===== config.mk =====
export PLATFORM = sky130hd
export DESIGN_NAME = fdpt_top
export DESIGN_NICKNAME = d
export VERILOG_FILES = /design/src/fdpt_pkg.sv /design/src/fdpt_top.sv
export SDC_FILE = /design/constraint.sdc
export NUM_CORES = 1
export LEC_CHECK = 0
export ABC_AREA = 1
export BUFFER_PORTS_ARGS = -buffer_cell sky130_fd_sc_hd__buf_2
export CAP_MARGIN = 20
export CELL_PAD_IN_SITES_DETAIL_PLACEMENT = 1
export CELL_PAD_IN_SITES_GLOBAL_PLACEMENT = 1
export CORE_UTILIZATION = 30
export CTS_CLUSTER_SIZE = 28
export DETAILED_ROUTE_END_ITERATION = 10
export PLACE_DENSITY_LB_ADDON = 0.1
export SLEW_MARGIN = 0
export SYNTH_ARGS = -nofsm -noshare
export SYNTH_HDL_FRONTEND = slang
export SYNTH_SLANG_ARGS = --single-unit

===== constraint.sdc =====
create_clock -name clk -period 4.76 [get_ports clk]
set_input_delay 0.476 -clock clk [delete_from_list [all_inputs] [get_ports clk]]
set_output_delay 0.476 -clock clk [all_outputs]
set_load 0.03 [all_outputs]

===== src/fdpt_pkg.sv =====
// Constants, field layouts and state codes for the discovery parameter table block
package fdpt_pkg;

   // ------------------------------------------------------------
   // Link protocol
   // ------------------------------------------------------------
   localparam logic [7:0]  READ_DISCOVERY_TABLE_CMD = 8'h5A;  // Discovery read opcode
   localparam logic [2:0]  BIT_LAST                 = 3'h7;   // Last bit of a byte, MSB first
   localparam logic [1:0]  ADDR_BYTE_LAST           = 2'h2;   // Third address byte index
   localparam logic [15:0] TBL_HIGH_ZERO            = 16'h0000; // Table lives in low 256 bytes
   localparam logic [7:0]  BYTE_UNUSED              = 8'hFF;  // Unused positions read as ones

   // ------------------------------------------------------------
   // Header bytes
   // ------------------------------------------------------------
   localparam logic [7:0] HDR_SIG0        = 8'h53;
   localparam logic [7:0] HDR_SIG1        = 8'h46;
   localparam logic [7:0] HDR_SIG2        = 8'h44;
   localparam logic [7:0] HDR_SIG3        = 8'h50;
   localparam logic [7:0] HDR_REV_MINOR   = 8'h00;
   localparam logic [7:0] HDR_REV_MAJOR   = 8'h01;
   localparam logic [7:0] HDR_NUM_HDRS    = 8'h01;
   localparam logic [7:0] HDR_STD_ID      = 8'h00;
   localparam logic [7:0] HDR_BASIC_LEN   = 8'h09;
   localparam logic [7:0] PARAMETER_TABLE_POINTER = 8'h30;  // First byte of the basic table
   localparam logic [7:0] HDR_VND_LEN     = 8'h04;
   localparam logic [7:0] HDR_VND_PTR     = 8'h60;
   localparam logic [7:0] HDR_ZERO        = 8'h00;

   // ------------------------------------------------------------
   // Basic parameter table fields (first three doublewords)
   // ------------------------------------------------------------
   localparam logic [1:0] ERASE_4K_SUPPORT  = 2'h1;   // 01b: 4KB erase supported
   localparam logic       WRITE_GRAN_LARGE  = 1'b1;   // 64 bytes or more
   localparam logic       WREN_VOL_REQUIRED = 1'b0;   // No enable before volatile write
   localparam logic       WREN_OPCODE_SEL   = 1'b0;   // 0 selects 50h
   localparam logic [2:0] BYTE30_FIXED_TOP  = 3'h7;   // Always 111b
   localparam logic [7:0] ERASE_4K_OPCODE   = 8'h20;
   localparam logic       FR_112_SUPPORT    = 1'b1;
   localparam logic [1:0] ADDR_BYTES_MODE   = 2'h0;   // 3-byte addressing only
   localparam logic       DTR_SUPPORT       = 1'b0;
   localparam logic       FR_122_SUPPORT    = 1'b1;
   localparam logic       FR_144_SUPPORT    = 1'b1;
   localparam logic       FR_114_SUPPORT    = 1'b1;
   localparam logic       BIT_UNUSED        = 1'b1;
   localparam logic [4:0] FR_144_WAIT       = 5'h04;
   localparam logic [2:0] FR_144_MODE       = 3'h2;
   localparam logic [7:0] FR_144_OPCODE     = 8'hEB;
   localparam logic [4:0] FR_114_WAIT       = 5'h08;
   localparam logic [2:0] FR_114_MODE       = 3'h0;
   localparam logic [7:0] FR_114_OPCODE     = 8'h6B;

   // ------------------------------------------------------------
   // Software register map (byte addresses) and reset values
   // ------------------------------------------------------------
   localparam logic [7:0]  REG_CTRL_OFS   = 8'h00;
   localparam logic [7:0]  REG_STATUS_OFS = 8'h04;
   localparam logic [7:0]  REG_COUNT_OFS  = 8'h08;
   localparam logic [7:0]  REG_ADDR_OFS   = 8'h0C;
   localparam logic        CTRL_EN_RST    = 1'b1;
   localparam logic [31:0] RDATA_NONE     = 32'h0000_0000;

   // ------------------------------------------------------------
   // Link state machine, one-hot
   // ------------------------------------------------------------
   typedef enum logic [5:0] {
      FDPT_IDLE   = 6'b000001,
      FDPT_CMD    = 6'b000010,
      FDPT_ADDR   = 6'b000100,
      FDPT_DUMMY  = 6'b001000,
      FDPT_DATA   = 6'b010000,
      FDPT_IGNORE = 6'b100000
   } fdpt_state_t;

endpackage


===== src/fdpt_top.sv =====
// Discovery parameter table responder: link slave, table store, byte FIFO and registers
`timescale 1ns/100ps

// ------------------------------------------------------------
// Byte FIFO between the table store and the output shifter
// ------------------------------------------------------------
module fdpt_fifo #(
   parameter int WIDTH = 8,
   parameter int DEPTH = 8
) (
   // Clock and reset
   input  wire logic             clk,
   input  wire logic             rstn,
   input  wire logic             flush,
   // Fill side
   input  wire logic             in_valid,
   output logic                  in_ready,
   input  wire logic [WIDTH-1:0] in_data,
   // Drain side
   output logic                  out_valid,
   input  wire logic             out_ready,
   output logic      [WIDTH-1:0] out_data
);
   localparam int AW = $clog2(DEPTH);

   logic [WIDTH-1:0] mem [DEPTH];   // Storage words
   logic [AW-1:0]    wr_ptr_reg;    // Next slot to fill
   logic [AW-1:0]    rd_ptr_reg;    // Next slot to drain
   logic [AW:0]      count_reg;     // Words held
   logic             push;
   logic             pop;

   assign in_ready  = (count_reg != (AW+1)'(DEPTH));
   assign out_valid = (count_reg != '0);
   assign out_data  = mem[rd_ptr_reg];
   assign push      = in_valid & in_ready;
   assign pop       = out_valid & out_ready;

   // Storage write, no reset needed for data
   always_ff @(posedge clk) begin
      if (push) begin
         mem[wr_ptr_reg] <= in_data;
      end
   end

   // Pointers and fill level; flush empties at once
   always_ff @(posedge clk or negedge rstn) begin
      if (!rstn) begin
         wr_ptr_reg <= '0;
         rd_ptr_reg <= '0;
         count_reg  <= '0;
      end else if (flush) begin
         wr_ptr_reg <= '0;
         rd_ptr_reg <= '0;
         count_reg  <= '0;
      end else begin
         if (push) begin
            wr_ptr_reg <= (wr_ptr_reg == AW'(DEPTH-1)) ? '0 : wr_ptr_reg + AW'(1);
         end
         if (pop) begin
            rd_ptr_reg <= (rd_ptr_reg == AW'(DEPTH-1)) ? '0 : rd_ptr_reg + AW'(1);
         end
         if (push && !pop) begin
            count_reg <= count_reg + (AW+1)'(1);
         end else if (pop && !push) begin
            count_reg <= count_reg - (AW+1)'(1);
         end
      end
   end
endmodule

// ------------------------------------------------------------
// Top: serial link slave returning the parameter table
// ------------------------------------------------------------
// What this block does
// - Byte 30h low bits 01b; opcode 20h at 31h
// - Bit 2 reads 1: large write granularity
// - Bit 3 reads 0: no volatile enable needed
// - Bit 4 reads 0, selecting opcode 50h
// - Byte 30h top bits fixed at 111b
// - Bits 16 and 20 report 1-1-2, 1-2-2 reads
// - Address field bits 18:17 read 00b
// - Bit 19 reads 0: no DTR clocking
// - 1-4-4 read: wait 4, mode 010b, EBh
// - 1-1-4 read: wait 8, mode 000b, 6Bh
// - Bits 21 and 22 flag 1-4-4, 1-1-4 reads; a zero mode field still means supported
// - Opcode 5Ah, three address, dummy, data; CS ends
// - Header pointer gives 30h for table start
module fdpt_top
   import fdpt_pkg::*;
#(
   parameter logic [7:0] VENDOR_ID = 8'hA5   // Second header owner code, value arbitrary
) (
   // Clock and reset
   input  wire logic        clk,
   input  wire logic        rstn,
   // Serial link pins
   input  wire logic        cs_n,
   input  wire logic        sclk,
   input  wire logic        si,
   output logic             so,
   output logic             so_oe,
   // Register port
   input  wire logic [7:0]  reg_addr,
   input  wire logic [31:0] reg_wdata,
   input  wire logic        reg_wr,
   input  wire logic        reg_rd,
   output logic      [31:0] reg_rdata
);

   // ------------------------------------------------------------
   // Table contents
   // ------------------------------------------------------------
   // Only bytes 00h..3Bh carry data; everything else reads as ones.
   function automatic logic [7:0] table_byte(input logic [23:0] a);
      logic [7:0] b;
      b = BYTE_UNUSED;
      if (a[23:8] == TBL_HIGH_ZERO) begin
         case (a[7:0])
            8'h00: b = HDR_SIG0;
            8'h01: b = HDR_SIG1;
            8'h02: b = HDR_SIG2;
            8'h03: b = HDR_SIG3;
            8'h04: b = HDR_REV_MINOR;
            8'h05: b = HDR_REV_MAJOR;
            8'h06: b = HDR_NUM_HDRS;
            8'h08: b = HDR_STD_ID;
            8'h09: b = HDR_REV_MINOR;
            8'h0A: b = HDR_REV_MAJOR;
            8'h0B: b = HDR_BASIC_LEN;
            8'h0C: b = PARAMETER_TABLE_POINTER;
            8'h0D: b = HDR_ZERO;
            8'h0E: b = HDR_ZERO;
            8'h10: b = VENDOR_ID;
            8'h11: b = HDR_REV_MINOR;
            8'h12: b = HDR_REV_MAJOR;
            8'h13: b = HDR_VND_LEN;
            8'h14: b = HDR_VND_PTR;
            8'h15: b = HDR_ZERO;
            8'h16: b = HDR_ZERO;
            // Erase, granularity and status write enable fields
            8'h30: b = {BYTE30_FIXED_TOP,
                        WREN_OPCODE_SEL,
                        WREN_VOL_REQUIRED,
                        WRITE_GRAN_LARGE,
                        ERASE_4K_SUPPORT};
            8'h31: b = ERASE_4K_OPCODE;
            // Fast read support, address width and DTR
            8'h32: b = {BIT_UNUSED,
                        FR_114_SUPPORT,
                        FR_144_SUPPORT,
                        FR_122_SUPPORT,
                        DTR_SUPPORT,
                        ADDR_BYTES_MODE,
                        FR_112_SUPPORT};
            // Wait and mode fields, then opcodes, of the 1-4-4 and 1-1-4 reads
            8'h38: b = {FR_144_MODE, FR_144_WAIT};
            8'h39: b = FR_144_OPCODE;
            8'h3A: b = {FR_114_MODE, FR_114_WAIT};
            8'h3B: b = FR_114_OPCODE;
            default: b = BYTE_UNUSED;
         endcase
      end
      return b;
   endfunction

   // ------------------------------------------------------------
   // Pin synchronisers
   // ------------------------------------------------------------
   logic cs_s1, cs_s2;        // Chip select, active low
   logic sclk_s1, sclk_s2;    // Link clock samples
   logic sclk_d;              // Previous synchronised link clock
   logic si_s1, si_s2;        // Serial input

   // Two flops per pin; the first of each is read only by the second
   always_ff @(posedge clk or negedge rstn) begin
      if (!rstn) begin
         cs_s1   <= 1'b1;
         cs_s2   <= 1'b1;
         sclk_s1 <= 1'b0;
         sclk_s2 <= 1'b0;
         sclk_d  <= 1'b0;
         si_s1   <= 1'b0;
         si_s2   <= 1'b0;
      end else begin
         cs_s1   <= cs_n;
         cs_s2   <= cs_s1;
         sclk_s1 <= sclk;
         sclk_s2 <= sclk_s1;
         sclk_d  <= sclk_s2;
         si_s1   <= si;
         si_s2   <= si_s1;
      end
   end

   logic sclk_rise;           // One-cycle enable on link clock rising edge
   logic sclk_fall;           // One-cycle enable on link clock falling edge
   logic sel;                 // Chip selected
   assign sclk_rise = sclk_s2 & ~sclk_d;
   assign sclk_fall = ~sclk_s2 & sclk_d;
   assign sel       = ~cs_s2;

   // ------------------------------------------------------------
   // Receive side: bit counter, shifter, state
   // ------------------------------------------------------------
   fdpt_state_t state_reg;    // Link sequence state
   logic [2:0]  bit_cnt_reg;  // Bit within current byte
   logic [7:0]  rx_sh_reg;    // Incoming bits
   logic [7:0]  rx_next;      // Byte including the bit now sampled
   logic [1:0]  abyte_reg;    // Address byte index
   logic [15:0] addr_hi_reg;  // First two address bytes
   logic        byte_done;    // Last bit of a byte sampled now
   logic        ctrl_en_reg;  // Software enable for answering

   assign rx_next   = {rx_sh_reg[6:0], si_s2};
   assign byte_done = sel & sclk_rise & (bit_cnt_reg == BIT_LAST);

   // Bit counter restarts with every selection; the input shifter keeps its bits
   always_ff @(posedge clk or negedge rstn) begin
      if (!rstn) begin
         bit_cnt_reg <= '0;
         rx_sh_reg   <= '0;
      end else if (!sel) begin
         bit_cnt_reg <= '0;
      end else if (sclk_rise) begin
         bit_cnt_reg <= bit_cnt_reg + 3'h1;
         rx_sh_reg   <= rx_next;
      end
   end

   // Sequence: opcode, three address bytes, dummy byte, then data
   always_ff @(posedge clk or negedge rstn) begin
      if (!rstn) begin
         state_reg <= FDPT_IDLE;
      end else if (!sel) begin
         state_reg <= FDPT_IDLE;
      end else begin
         case (state_reg)
            FDPT_IDLE: begin
               state_reg <= FDPT_CMD;
            end
            FDPT_CMD: begin
               // Any other opcode is left to other parts of the device
               if (byte_done) begin
                  state_reg <= (rx_next == READ_DISCOVERY_TABLE_CMD && ctrl_en_reg) ?
                               FDPT_ADDR : FDPT_IGNORE;
               end
            end
            FDPT_ADDR: begin
               if (byte_done && abyte_reg == ADDR_BYTE_LAST) begin
                  state_reg <= FDPT_DUMMY;
               end
            end
            FDPT_DUMMY: begin
               if (byte_done) begin
                  state_reg <= FDPT_DATA;
               end
            end
            FDPT_DATA: begin
               state_reg <= FDPT_DATA;
            end
            FDPT_IGNORE: begin
               state_reg <= FDPT_IGNORE;
            end
            default: begin
               state_reg <= FDPT_IDLE;
            end
         endcase
      end
   end

   // Address collection, most significant byte first
   always_ff @(posedge clk or negedge rstn) begin
      if (!rstn) begin
         abyte_reg   <= '0;
         addr_hi_reg <= '0;
      end else if (state_reg != FDPT_ADDR) begin
         abyte_reg <= '0;
      end else if (byte_done) begin
         abyte_reg   <= abyte_reg + 2'h1;
         addr_hi_reg <= {addr_hi_reg[7:0], rx_next};
      end
   end

   // ------------------------------------------------------------
   // Table fetch into the FIFO
   // ------------------------------------------------------------
   logic [23:0] ptr_reg;      // Next table address to fetch
   logic        fill_valid;   // Fetch allowed
   logic        fill_ready;   // FIFO has room
   logic [7:0]  fill_data;    // Byte at the fetch address
   logic        drain_valid;  // FIFO holds a byte
   logic        drain_ready;  // Output shifter takes a byte
   logic [7:0]  drain_data;   // Oldest buffered byte
   logic        addr_load;    // Third address byte just arrived

   // Prefetch starts during the dummy byte so data is waiting at its end
   assign addr_load  = byte_done & (state_reg == FDPT_ADDR) & (abyte_reg == ADDR_BYTE_LAST);
   assign fill_valid = sel & ((state_reg == FDPT_DUMMY) | (state_reg == FDPT_DATA));
   assign fill_data  = table_byte(ptr_reg);

   // Fetch pointer; steps only when a byte enters the FIFO
   always_ff @(posedge clk or negedge rstn) begin
      if (!rstn) begin
         ptr_reg <= '0;
      end else if (addr_load) begin
         ptr_reg <= {addr_hi_reg, rx_next};
      end else if (fill_valid && fill_ready) begin
         ptr_reg <= ptr_reg + 24'h1;
      end
   end

   // Flushed whenever the chip is deselected so no stale bytes survive
   fdpt_fifo #(
      .WIDTH (8),
      .DEPTH (8)
   ) u_fifo (
      .clk       (clk),
      .rstn      (rstn),
      .flush     (!sel),
      .in_valid  (fill_valid),
      .in_ready  (fill_ready),
      .in_data   (fill_data),
      .out_valid (drain_valid),
      .out_ready (drain_ready),
      .out_data  (drain_data)
   );

   // ------------------------------------------------------------
   // Output shifter, changes on link clock falling edges
   // ------------------------------------------------------------
   logic [7:0] tx_sh_reg;     // Byte being sent, MSB at top
   logic [2:0] tx_cnt_reg;    // Bit position being sent
   logic       tx_load;       // Start of a new output byte

   assign tx_load     = sel & sclk_fall & (state_reg == FDPT_DATA) & (tx_cnt_reg == '0);
   assign drain_ready = tx_load;

   // An empty FIFO sends ones; at 200 MHz against a 48 ns link this cannot occur
   always_ff @(posedge clk or negedge rstn) begin
      if (!rstn) begin
         tx_sh_reg  <= '0;
         tx_cnt_reg <= '0;
      end else if (state_reg != FDPT_DATA) begin
         tx_cnt_reg <= '0;
      end else if (sclk_fall) begin
         tx_cnt_reg <= tx_cnt_reg + 3'h1;
         if (tx_load) begin
            tx_sh_reg <= drain_valid ? drain_data : BYTE_UNUSED;
         end else begin
            tx_sh_reg <= {tx_sh_reg[6:0], 1'b1};
         end
      end
   end

   // Pin drive: serial output only in the data phase
   always_ff @(posedge clk or negedge rstn) begin
      if (!rstn) begin
         so    <= 1'b0;
         so_oe <= 1'b0;
      end else begin
         so_oe <= sel & (state_reg == FDPT_DATA);
         if (sclk_fall && state_reg == FDPT_DATA) begin
            so <= tx_load ? (drain_valid ? drain_data[7] : 1'b1) : tx_sh_reg[6];
         end
      end
   end

   // ------------------------------------------------------------
   // Software registers
   // ------------------------------------------------------------
   logic [15:0] done_cnt_reg; // Discovery reads ended in data phase

   // Control: enable for answering the discovery read
   always_ff @(posedge clk or negedge rstn) begin
      if (!rstn) begin
         ctrl_en_reg <= CTRL_EN_RST;
      end else if (reg_wr && reg_addr == REG_CTRL_OFS) begin
         ctrl_en_reg <= reg_wdata[0];
      end
   end

   // Completed reads; a write of any value clears, a completion at once wins
   always_ff @(posedge clk or negedge rstn) begin
      if (!rstn) begin
         done_cnt_reg <= '0;
      end else if (!sel && state_reg == FDPT_DATA) begin
         done_cnt_reg <= done_cnt_reg + 16'h1;
      end else if (reg_wr && reg_addr == REG_COUNT_OFS) begin
         done_cnt_reg <= '0;
      end
   end

   // Read data appear in the cycle after the strobe, zero otherwise
   always_ff @(posedge clk or negedge rstn) begin
      if (!rstn) begin
         reg_rdata <= RDATA_NONE;
      end else if (reg_rd) begin
         case (reg_addr)
            REG_CTRL_OFS:   reg_rdata <= {31'h0, ctrl_en_reg};
            REG_STATUS_OFS: reg_rdata <= {26'h0, state_reg};
            REG_COUNT_OFS:  reg_rdata <= {16'h0, done_cnt_reg};
            REG_ADDR_OFS:   reg_rdata <= {8'h0, ptr_reg};
            default:        reg_rdata <= RDATA_NONE;
         endcase
      end else begin
         reg_rdata <= RDATA_NONE;
      end
   end

endmodule


==> results of run 1 <==
## routing by layer
layer | part of all wire [%] | up-vias | track usage (%)
li1 | - | 3694 | -
met1 | 47 | 3740 | 23.5
met2 | 50 | 65 | 31.4
met3 | 2.0 | 20 | 2.41
met4 | 1.1 | 0 | 4.55
met5 | 0 | - | 0
## synth_stat cells, types with 3 or more instances
library cell,n,area share (%)
a21oi_1,39,2.0
a31oi_1,4,0.26
buf_2,8,0.42
buf_4,10,0.79
buf_6,3,0.35
clkbuf_1,17,0.67
clkinv_1,3,0.12
dfrtp_1,124,33
dfstp_2,4,1.1
edfxtp_1,64,20
ha_1,21,2.8
inv_1,110,4.3
inv_2,6,0.24
nand2_1,254,10
nand2_2,5,0.33
nand2_4,3,0.35
nand3_1,71,3.7
nand3_2,3,0.32
nand4_1,17,1.1
nor2_1,93,3.7
nor2_2,8,0.53
nor2_4,3,0.35
nor3_1,18,0.95
nor3_2,7,0.74
nor4_1,6,0.39
o211ai_1,8,0.63
o21ai_0,107,5.6
o21ai_1,4,0.21
o22ai_1,24,1.6
or2_2,3,0.20
xnor2_1,4,0.37
xor2_1,10,0.92
## cell families (layout without fill, tap and decap cells)
logic type	count (synthesis)	after routing	synth area share (%)
adder cells (fa/ha/maj)	22	22	2.97
AO/OA/AOI/OAI	200	200	11.6
other	1	8	0.0393
AND/OR/NAND/NOR	496	496	23.3
buffers and inverters	159	208	7.04
XOR/XNOR	14	14	1.29
flip-flops	192	192	53.8
## critical path: cells and delay by family, from the launching register on
family | cells | cell delay, ns
buffers and inverters | 2 | 0.63
DFF | 1 | 0.44
and+or+nand+nor | 6 | 1.36
## stage by stage
stage	instance area (µm²)	power, W	setup WS (ns)	hold WS, ns	util (%)
global route	10800	0.00362	1.70	0.102	34.9
finish	10800	0.00349	2.01	0.113	34.9
CTS	10800	0.00355	1.89	0.0894	34.8
global placement	10100	0.00198	1.93	0.333	32.8
floorplan	9560	0.00191	2.57	0.180	-
detailed placement	10100	0.00198	1.93	0.336	32.8
## area by class of cell
type / instances / area (µm²)
repair buffers: 55 / 339
fillers: 3610 / 20100
well taps: 396 / 495
clock buffers: 17 / 425
inverters: 121 / 458
flip-flops and latches: 192 / 5130
multi-input cells: 740 / 3760
clock inverters: 15 / 189
## power groups by stage
stage               combinational (W)  clock [W]  sequential [W]
floorplan                    0.000115          0         0.00179
global placement             0.000173          0         0.00181
detailed placement           0.000176          0         0.00181
CTS                          0.000177    0.00160         0.00178
global route                 0.000201    0.00164         0.00178
finish                       0.000171    0.00154         0.00178
## final timing paths
| path | start | end | slack, ns | depth (start not counted) |
|---|---|---|---|---|
| setup / recovery | state_reg[2] | u_fifo.mem[0][2] | 2.01 | 8 |
| hold / removal | cs_n | cs_s1 | 0.11 | 1 |
| setup reg to reg | state_reg[2] | u_fifo.mem[0][2] | 2.01 | 8 |
| hold reg to reg | si_s1 | si_s2 | 0.35 | 0 |
| max in group asynchronous | rstn | done_cnt_reg[0] | 3.19 | 3 |
| min in group asynchronous | rstn | tx_sh_reg[4] | 0.52 | 2 |
## timing repair
action,4_1_cts,5_1_grt
endpoints found under the hold margin,38,0
hold buffers,1,0
endpoints found under the setup margin,0,0
==> results.json, run 1 <==
{
  "clkPwrFrac_pct": 44.2,
  "drtIter0Drc": 402,
  "grt-ovfl-total": 0,
  "switchingPower_w": 0.000899,
  "ant_nets": 0,
  "min_path_type": "input port to flip-flop",
  "drc": 0,
  "powerDensity_nw_per_um2": 323,
  "final_max_slew_viol_count": 0,
  "dr.pass1.iters": 5,
  "initial_core_util_pct": 30.8,
  "slowest_delay_ns": 0.60,
  "grt_usage_pct": 18.0,
  "rows": 64,
  "syn_to_final_growth_pct": 13.2,
  "crit_chain": "nor2_4, nand3_2, nand2_2, nand3_4, clkinv_2, nand2_4, nor3_1, buf_4",
  "arrival_ns": 2.92,
  "htree_levels": 4,
  "worstSetupPathType": "flip-flop to flip-flop",
  "hold_viol_final": 0,
  "p_int_w": 0.00259,
  "ys.flop_type": "dfrtp_1",
  "synth_edf_count": 64,
  "clock-skew-final_ns": 0.0139,
  "final_common_cell": "nand2_1",
  "antenna_cells": 0,
  "synth.distinct_cells": 50,
  "fin_nets": 1196,
  "via_per_inst": 4.90,
  "wirelength_mm": 27.8,
  "period_share_pct": 57.7,
  "worstSetupEndpointType": "flip-flop",
  "wl_per_cell_um": 18.1,
  "finalWeightedCongestion": 0.777,
  "cts.sinks": 192,
  "crit_slowest_cell": "nor3_1",
  "finalSetupTns_ns": 0,
  "avgSynthCellArea_um2": 8.79,
  "die_w_um": 180,
  "setup_viol": 0,
  "dieArea_um2": 32500,
  "root_buffer": "clkbuf_16",
  "post_cts_resized": 0,
  "coreArea_um2": 30900,
  "drv_cap": 0,
  "clk_latency_ns": 0.45,
  "grt_max_degree": 49,
  "synth-async-reset-ratio_pct": 66.7,
  "cts_setup_buffers": 0,
  "layout.cells.non_filler": 1536,
  "power.leakage_nw": 4.71,
  "num_vias": 7519,
  "ys_seq_area_share_pct": 53.8,
  "grt_setup_unrepaired": "no",
  "placed_cells_incl_taps": 1501,
  "die_h_um": 180,
  "cp_max_fo": 21,
  "cts_buffers": 17,
  "max-clock-path-buffers": 2,
  "hpwlAfterDp_mm": 19.8,
  "port-buffer-count": 41,
  "slew-limit-headroom_pct": 38.2,
  "p_seq_share_pct": 50.9,
  "setup.worst_path.start_class": "flip-flop",
  "cp.required_ns": 4.93,
  "grt_pass1_wl_mm": 45.0,
  "status": "finished clean",
  "layout_common_cells": "254 x nand2_1, 124 x dfrtp_1, 110 x inv_1",
  "drive_gt1_share_pct": 11.7,
  "clk_pin_slew_worst_paths_ns": 0.08,
  "fmax_mhz": 364,
  "p_sw_share_pct": 25.8,
  "yosys_warnings": 0,
  "grt_pass1_vias": 7813,
  "synthCells": 1084,
  "cts_tree": "yes",
  "period_needed_ns": 2.75,
  "peakVddDrop_mv": 0.246,
  "ios": 81,
  "largest_reg_flops": 64,
  "ys_seq_elements": 192,
  "tightest_slew_ns": 0.921,
  "syn-cell-area_um2": 9530,
  "grt_antenna_before_repair": 0,
  "pwr-share-comb_pct": 4.9
}
(Power assumes the default switching activity.)
==> run 2: changes to the inputs <==
==> constraint.sdc (replaced) <==
create_clock -name clk -period 2.5 [get_ports clk]
set_input_delay 0.25 -clock clk [delete_from_list [all_inputs] [get_ports clk]]
set_output_delay 0.25 -clock clk [all_outputs]
set_load 0.03 [all_outputs]
==> results.json, run 2 (same netlist as run 1, synthesis figures left out) <==
{
  "root_buffer": "clkbuf_16",
  "die_h_um": 180,
  "power.leakage_nw": 4.84,
  "wirelength_mm": 28.1,
  "grt_pass1_wl_mm": 45.0,
  "ios": 81,
  "rows": 64,
  "fin_nets": 1224,
  "drv_cap": 0,
  "dr.pass1.iters": 4,
  "grt_use_met2_pct": 31.3,
  "clock-skew-final_ns": 0.0125,
  "gr-max-usage-layer": "met2",
  "cts_setup_buffers": 0,
  "grt-ovfl-total": 0,
  "cp_max_fo": 6,
  "grt_pass1_vias": 8002,
  "num_vias": 7574,
  "htree_levels": 4,
  "peakVddDrop_mv": 0.397,
  "finalWeightedCongestion": 0.798,
  "cp.required_ns": 2.84,
  "finalPower_w": 0.00657,
  "period_needed_ns": 2.26,
  "syn_to_final_growth_pct": 15.5,
  "via_per_inst": 4.84,
  "clk_pin_slew_worst_paths_ns": 0.08,
  "num-fill-cells": 3644,
  "slew-limit-headroom_pct": 63.7,
  "arrival_ns": 2.60,
  "final_max_slew_viol_count": 0,
  "cts.sinks": 192,
  "worstSetupEndpointType": "flip-flop",
  "drive_gt1_share_pct": 13.6,
  "worstSetupPathType": "flip-flop to flip-flop",
  "clk_latency_ns": 0.45,
  "tightest_slew_ns": 0.544,
  "drc": 0,
  "drtIter0Drc": 347,
  "coreArea_um2": 30900,
  "wl_per_cell_um": 17.9,
  "hpwlAfterDp_mm": 20.5,
  "antenna_cells": 0,
  "setup_viol": 0,
  "grt_antenna_before_repair": 0,
  "cts_tree": "yes",
  "cts_buffers": 17,
  "place_area_um2": 10300,
  "powerDensity_nw_per_um2": 597,
  "final_common_cell": "nand2_1",
  "status": "finished clean",
  "grt_setup_unrepaired": "no",
  "use_met1_pct": 23.1,
  "max-clock-path-buffers": 2,
  "hold_viol_final": 0,
  "met3_usage_pct": 2.67,
  "port-buffer-count": 41,
  "finalSetupTns_ns": 0,
  "die_w_um": 180,
  "finish.utilization_pct": 35.6,
  "layout_common_cells": "254 x nand2_1, 123 x dfrtp_1, 110 x inv_1",
  "fin_area_um2": 11000,
  "initial_core_util_pct": 30.8,
  "holdWs_ns": 0.0385,
  "period_share_pct": 90.4,
  "ant_nets": 0,
  "grt_usage_pct": 18.1,
  "largest_reg_flops": 64,
  "min_path_type": "input port to flip-flop",
  "grt_max_degree": 44,
  "setup.worst_path.start_class": "flip-flop",
  "fmax_mhz": 442,
  "dieArea_um2": 32500
}
## run 2: area by class of cell
class                   count  area, µm²  area share, %
flip-flops and latches    192       5130           46.6
repair buffers             83        549           4.99
inverters                 121        458           4.16
multi-input cells         740       3770           34.2
clock inverters            12        146           1.33
clock buffers              20        457           4.15
well taps                 396        495           4.50
## run 2: worst paths after layout
kind                                       endpoint  slack [ns]    startpoint  cells past startpoint
worst max-delay path            u_fifo.count_reg[3]        0.24  state_reg[1]                     15
worst min-delay path                    ctrl_en_reg        0.04  reg_wdata[0]                      3
worst max register to register  u_fifo.count_reg[3]        0.24  state_reg[1]                     15
worst min register to register                si_s2        0.35         si_s1                      0
max in group asynchronous              state_reg[0]        1.45          rstn                      3
min in group asynchronous             reg_rdata[22]        0.30          rstn                      2
## run 2: metrics by stage
step / setup slack (ns) / std cells
2_1_floorplan: 0.312 / 1091
3_3_place_gp: 0.217 / 1528
3_5_place_dp: 0.197 / 1528
4_1_cts: 0.176 / 1564
5_1_grt: 0.000612 / 1564
6_report: 0.239 / 1564
## run 2: timing repair
| action | CTS | global route |
|---|---|---|
| endpoints found under the setup margin | 0 | 1 |
| hold endpoints to repair | 41 | 0 |
| hold buffers | 4 | 0 |
| gates resized for setup | 0 | 3 |
## run 2: power by group
part	internal (W)	switching [W]
Combinational	0.000102	0.000237
Clock	0.00155	0.00130
Sequential	0.00330	0.0000794
Total	0.00496	0.00162
## run 2: routing by layer
| metal | share of wire (%) | vias up |
|---|---|---|
| met3 | 1.8 | 27 |
| met5 | 0 | - |
| li1 | - | 3752 |
| met4 | 1.8 | 0 |
| met2 | 50 | 69 |
| met1 | 47 | 3726 |
## run 2: critical path, cell delays in order, from the launching register on
cell and delay (ns):
dfrtp_1 0.42, nor2_4 0.18, nand3_2 0.16, nand2_2 0.15, nand3_4 0.08, clkinv_2 0.15, nand2_4 0.09, ha_1 0.33
a21oi_1 0.17, nand2_1 0.07, nand2_1 0.06, nand2_1 0.06, nand3_1 0.08, nand2_1 0.06, nand2_1 0.06, nand2_1 0.04
==> run 3: changes to the inputs <==
--- a/config.mk
+++ b/config.mk
@@ -5,14 +5,13 @@
 export SDC_FILE = /design/constraint.sdc
 export NUM_CORES = 1
 export LEC_CHECK = 0
-export ABC_AREA = 1
-export BUFFER_PORTS_ARGS = -buffer_cell sky130_fd_sc_hd__buf_2
 export CAP_MARGIN = 20
 export CELL_PAD_IN_SITES_DETAIL_PLACEMENT = 1
 export CELL_PAD_IN_SITES_GLOBAL_PLACEMENT = 1
 export CORE_UTILIZATION = 30
 export CTS_CLUSTER_SIZE = 28
 export DETAILED_ROUTE_END_ITERATION = 10
+export DONT_BUFFER_PORTS = 1
 export PLACE_DENSITY_LB_ADDON = 0.1
 export SLEW_MARGIN = 0
 export SYNTH_ARGS = -nofsm -noshare
==> results.json, run 3 <==
{
  "netlist_top_cells_area": "dfrtp_1 34%, edfxtp_1 21%, mux4_2 4.4%, mux2_2 3.6%, nand2_1 2.9%",
  "synth_area_leader_cell": "dfrtp_1",
  "worstSetupPathType": "flip-flop to flip-flop",
  "tightest_slew_ns": 0.924,
  "setup_viol": 3,
  "synthCells": 798,
  "placed_cells_incl_taps": 1201,
  "cts_buffers": 17,
  "p_seq_share_pct": 53.0,
  "grt_max_degree": 129,
  "die_h_um": 177,
  "grt_antenna_before_repair": 0,
  "die_w_um": 177,
  "violations": "negative hold slack, negative setup slack",
  "ys.flop_type": "dfrtp_1",
  "port-buffer-count": 0,
  "drive_gt1_share_pct": 20.0,
  "cp.required_ns": 2.89,
  "p_sw_share_pct": 23.9,
  "hpwlAfterDp_mm": 17.5,
  "finalWeightedCongestion": 0.765,
  "synth.distinct_cells": 67,
  "drc": 0,
  "setup.worst_path.start_class": "flip-flop",
  "syn-cell-area_um2": 9170,
  "syn_to_final_growth_pct": 17.0,
  "switchingPower_w": 0.00155,
  "max-clock-path-buffers": 2,
  "root_buffer": "clkbuf_16",
  "multiInputGateArea_um2": 3870,
  "dr.pass1.iters": 4,
  "ys_seq_area_share_pct": 56.0,
  "ant_nets": 0,
  "yosysTopAreaCellShare_pct": 33.9,
  "min_path_type": "input port to asynchronous set/reset pin",
  "p_int_w": 0.00495,
  "cts.sinks": 192,
  "finish.utilization_pct": 35.9,
  "power.leakage_nw": 4.41,
  "rows": 63,
  "grt-ovfl-total": 0,
  "via_per_inst": 5.13,
  "ios": 81,
  "hold_viol_final": 128,
  "htree_levels": 4,
  "layout_common_cells": "124 x dfrtp_1, 67 x nand2_1, 64 x edfxtp_1",
  "avgSynthCellArea_um2": 11.5,
  "pwr-share-comb_pct": 4.5,
  "drtIter0Drc": 331,
  "synth-async-reset-ratio_pct": 66.7,
  "initial_core_util_pct": 30.7,
  "grt_setup_unrepaired": "yes",
  "yosys_warnings": 0,
  "final_max_slew_viol_count": 0,
  "grt_pass1_vias": 6901,
  "worst_slack_ns": -0.0711,
  "period_share_pct": 103,
  "num_vias": 6381,
  "fmax_mhz": 389,
  "regArea_um2": 5130,
  "clk_latency_ns": 0.46,
  "peakVddDrop_mv": 0.526,
  "powerDensity_nw_per_um2": 607,
  "status": "finished, violations left",
  "clk_pin_slew_worst_paths_ns": 0.07,
  "layout.cells.non_filler": 1243,
  "synth_most_common_cell": "dfrtp_1",
  "clock-skew-final_ns": 0.0132,
  "wl_per_cell_um": 19.8,
  "cp_max_fo": 7,
  "synth_commonest_cells": "124 x dfrtp_1, 71 x nand2_1, 64 x edfxtp_1",
  "arrival_ns": 2.96,
  "dieArea_um2": 31300,
  "synth_edf_count": 64,
  "final_common_cell": "dfrtp_1",
  "fin_nets": 909,
  "grt_usage_pct": 16.8,
  "largest_reg_flops": 64,
  "antenna_cells": 0,
  "clkPwrFrac_pct": 42.5,
  "num-fill-cells": 3244,
  "period_needed_ns": 2.57,
  "slew-limit-headroom_pct": 38.2,
  "ys_seq_elements": 192,
  "wirelength_mm": 24.6,
  "drv_cap": 0,
  "cts_tree": "yes",
  "grt_pass1_wl_mm": 39.7,
  "worstSetupEndpointType": "flip-flop",
  "holdWs_ns": -0.503,
  "coreArea_um2": 29900,
  "hold_buffers": 7
}
run 3: area by class of cell:
cell class              count  share of cell area (%)
repair buffers             70                    5.33
multi-input cells         540                    36.1
flip-flops and latches    192                    47.9
inverters                  19                   0.665
clock buffers              18                    4.00
clock inverters            14                    1.47
well taps                 390                    4.55
run 3: through the flow:
| stage | TNS (ns) | power (W) | worst slack (ns) | hold WS (ns) | instance area, µm² |
|---|---|---|---|---|---|
| 2_1_floorplan | -0.617 | 0.00367 | -0.135 | -0.0456 | 9280 |
| 3_3_place_gp | -0.0320 | 0.00377 | -0.0287 | -0.0391 | 9980 |
| 3_5_place_dp | -0.544 | 0.00379 | -0.0576 | -0.0382 | 9980 |
| 4_1_cts | -0.139 | 0.00660 | -0.0692 | -0.531 | 10700 |
| 5_1_grt | -0.439 | 0.00676 | -0.116 | -0.536 | 10700 |
| 6_report | -0.153 | 0.00651 | -0.0711 | -0.503 | 10700 |
run 3: per-layer routing:
layer | GRT usage, % | vias to the layer above | wire (µm)
met5 | 0 | - | 0
met4 | 5.78 | 0 | 451
met3 | 3.33 | 24 | 635
met2 | 28.3 | 78 | 12400
met1 | 21.5 | 3289 | 11100
li1 | - | 2990 | -
run 3: what timing repair did:
action	CTS	global route
pin swaps	0	7
endpoints found under the setup margin	21	32
endpoints found under the hold margin	155	128
buffers inserted	0	3
resized for setup	6	11
run 3: final timing paths:
kind	startpoint	end	slack, ns	depth (start not counted)
min in group clk	reg_addr[2]	reg_rdata[14]	0.02	2
worst min-delay path	rstn	tx_sh_reg[6]	-0.50	0
worst max-delay path	state_reg[1]	ptr_reg[18]	-0.07	5
worst max register to register	state_reg[1]	ptr_reg[18]	-0.07	5
max in group asynchronous	rstn	reg_rdata[16]	2.67	0
worst min register to register	si_s1	si_s2	0.36	0
run 3: power groups by stage:
stage | clock network [W] | registers, W | logic, W
after floorplan | 0 | 0.00344 | 0.000231
final | 0.00276 | 0.00345 | 0.000295
after CTS | 0.00286 | 0.00345 | 0.000295
after global routing | 0.00298 | 0.00346 | 0.000328
after detailed placement | 0 | 0.00351 | 0.000277
after global placement | 0 | 0.00350 | 0.000268
run 3: cells by family (layout without fill, tap and decap cells):
| group | after synthesis | in the layout | share of synthesized area, % |
|---|---|---|---|
| DFF | 192 | 192 | 56.0 |
| and+or+nand+nor | 281 | 281 | 15.7 |
| adders and majority gates | 22 | 22 | 3.09 |
| other | 1 | 8 | 0.0409 |
| buffers and inverters | 73 | 121 | 3.43 |
| xor gates and xnor gates | 20 | 20 | 1.91 |
| muxes | 66 | 66 | 10.1 |
| AOI/OAI and AO/OA | 143 | 143 | 9.79 |
run 3: critical path, stage by stage, from the launching register on:
cell and delay [ns]:
dfrtp_1 0.39, or4_4 0.54, or4_4 0.55, or4_4 0.60
or3_4 0.35, nand3_2 0.07
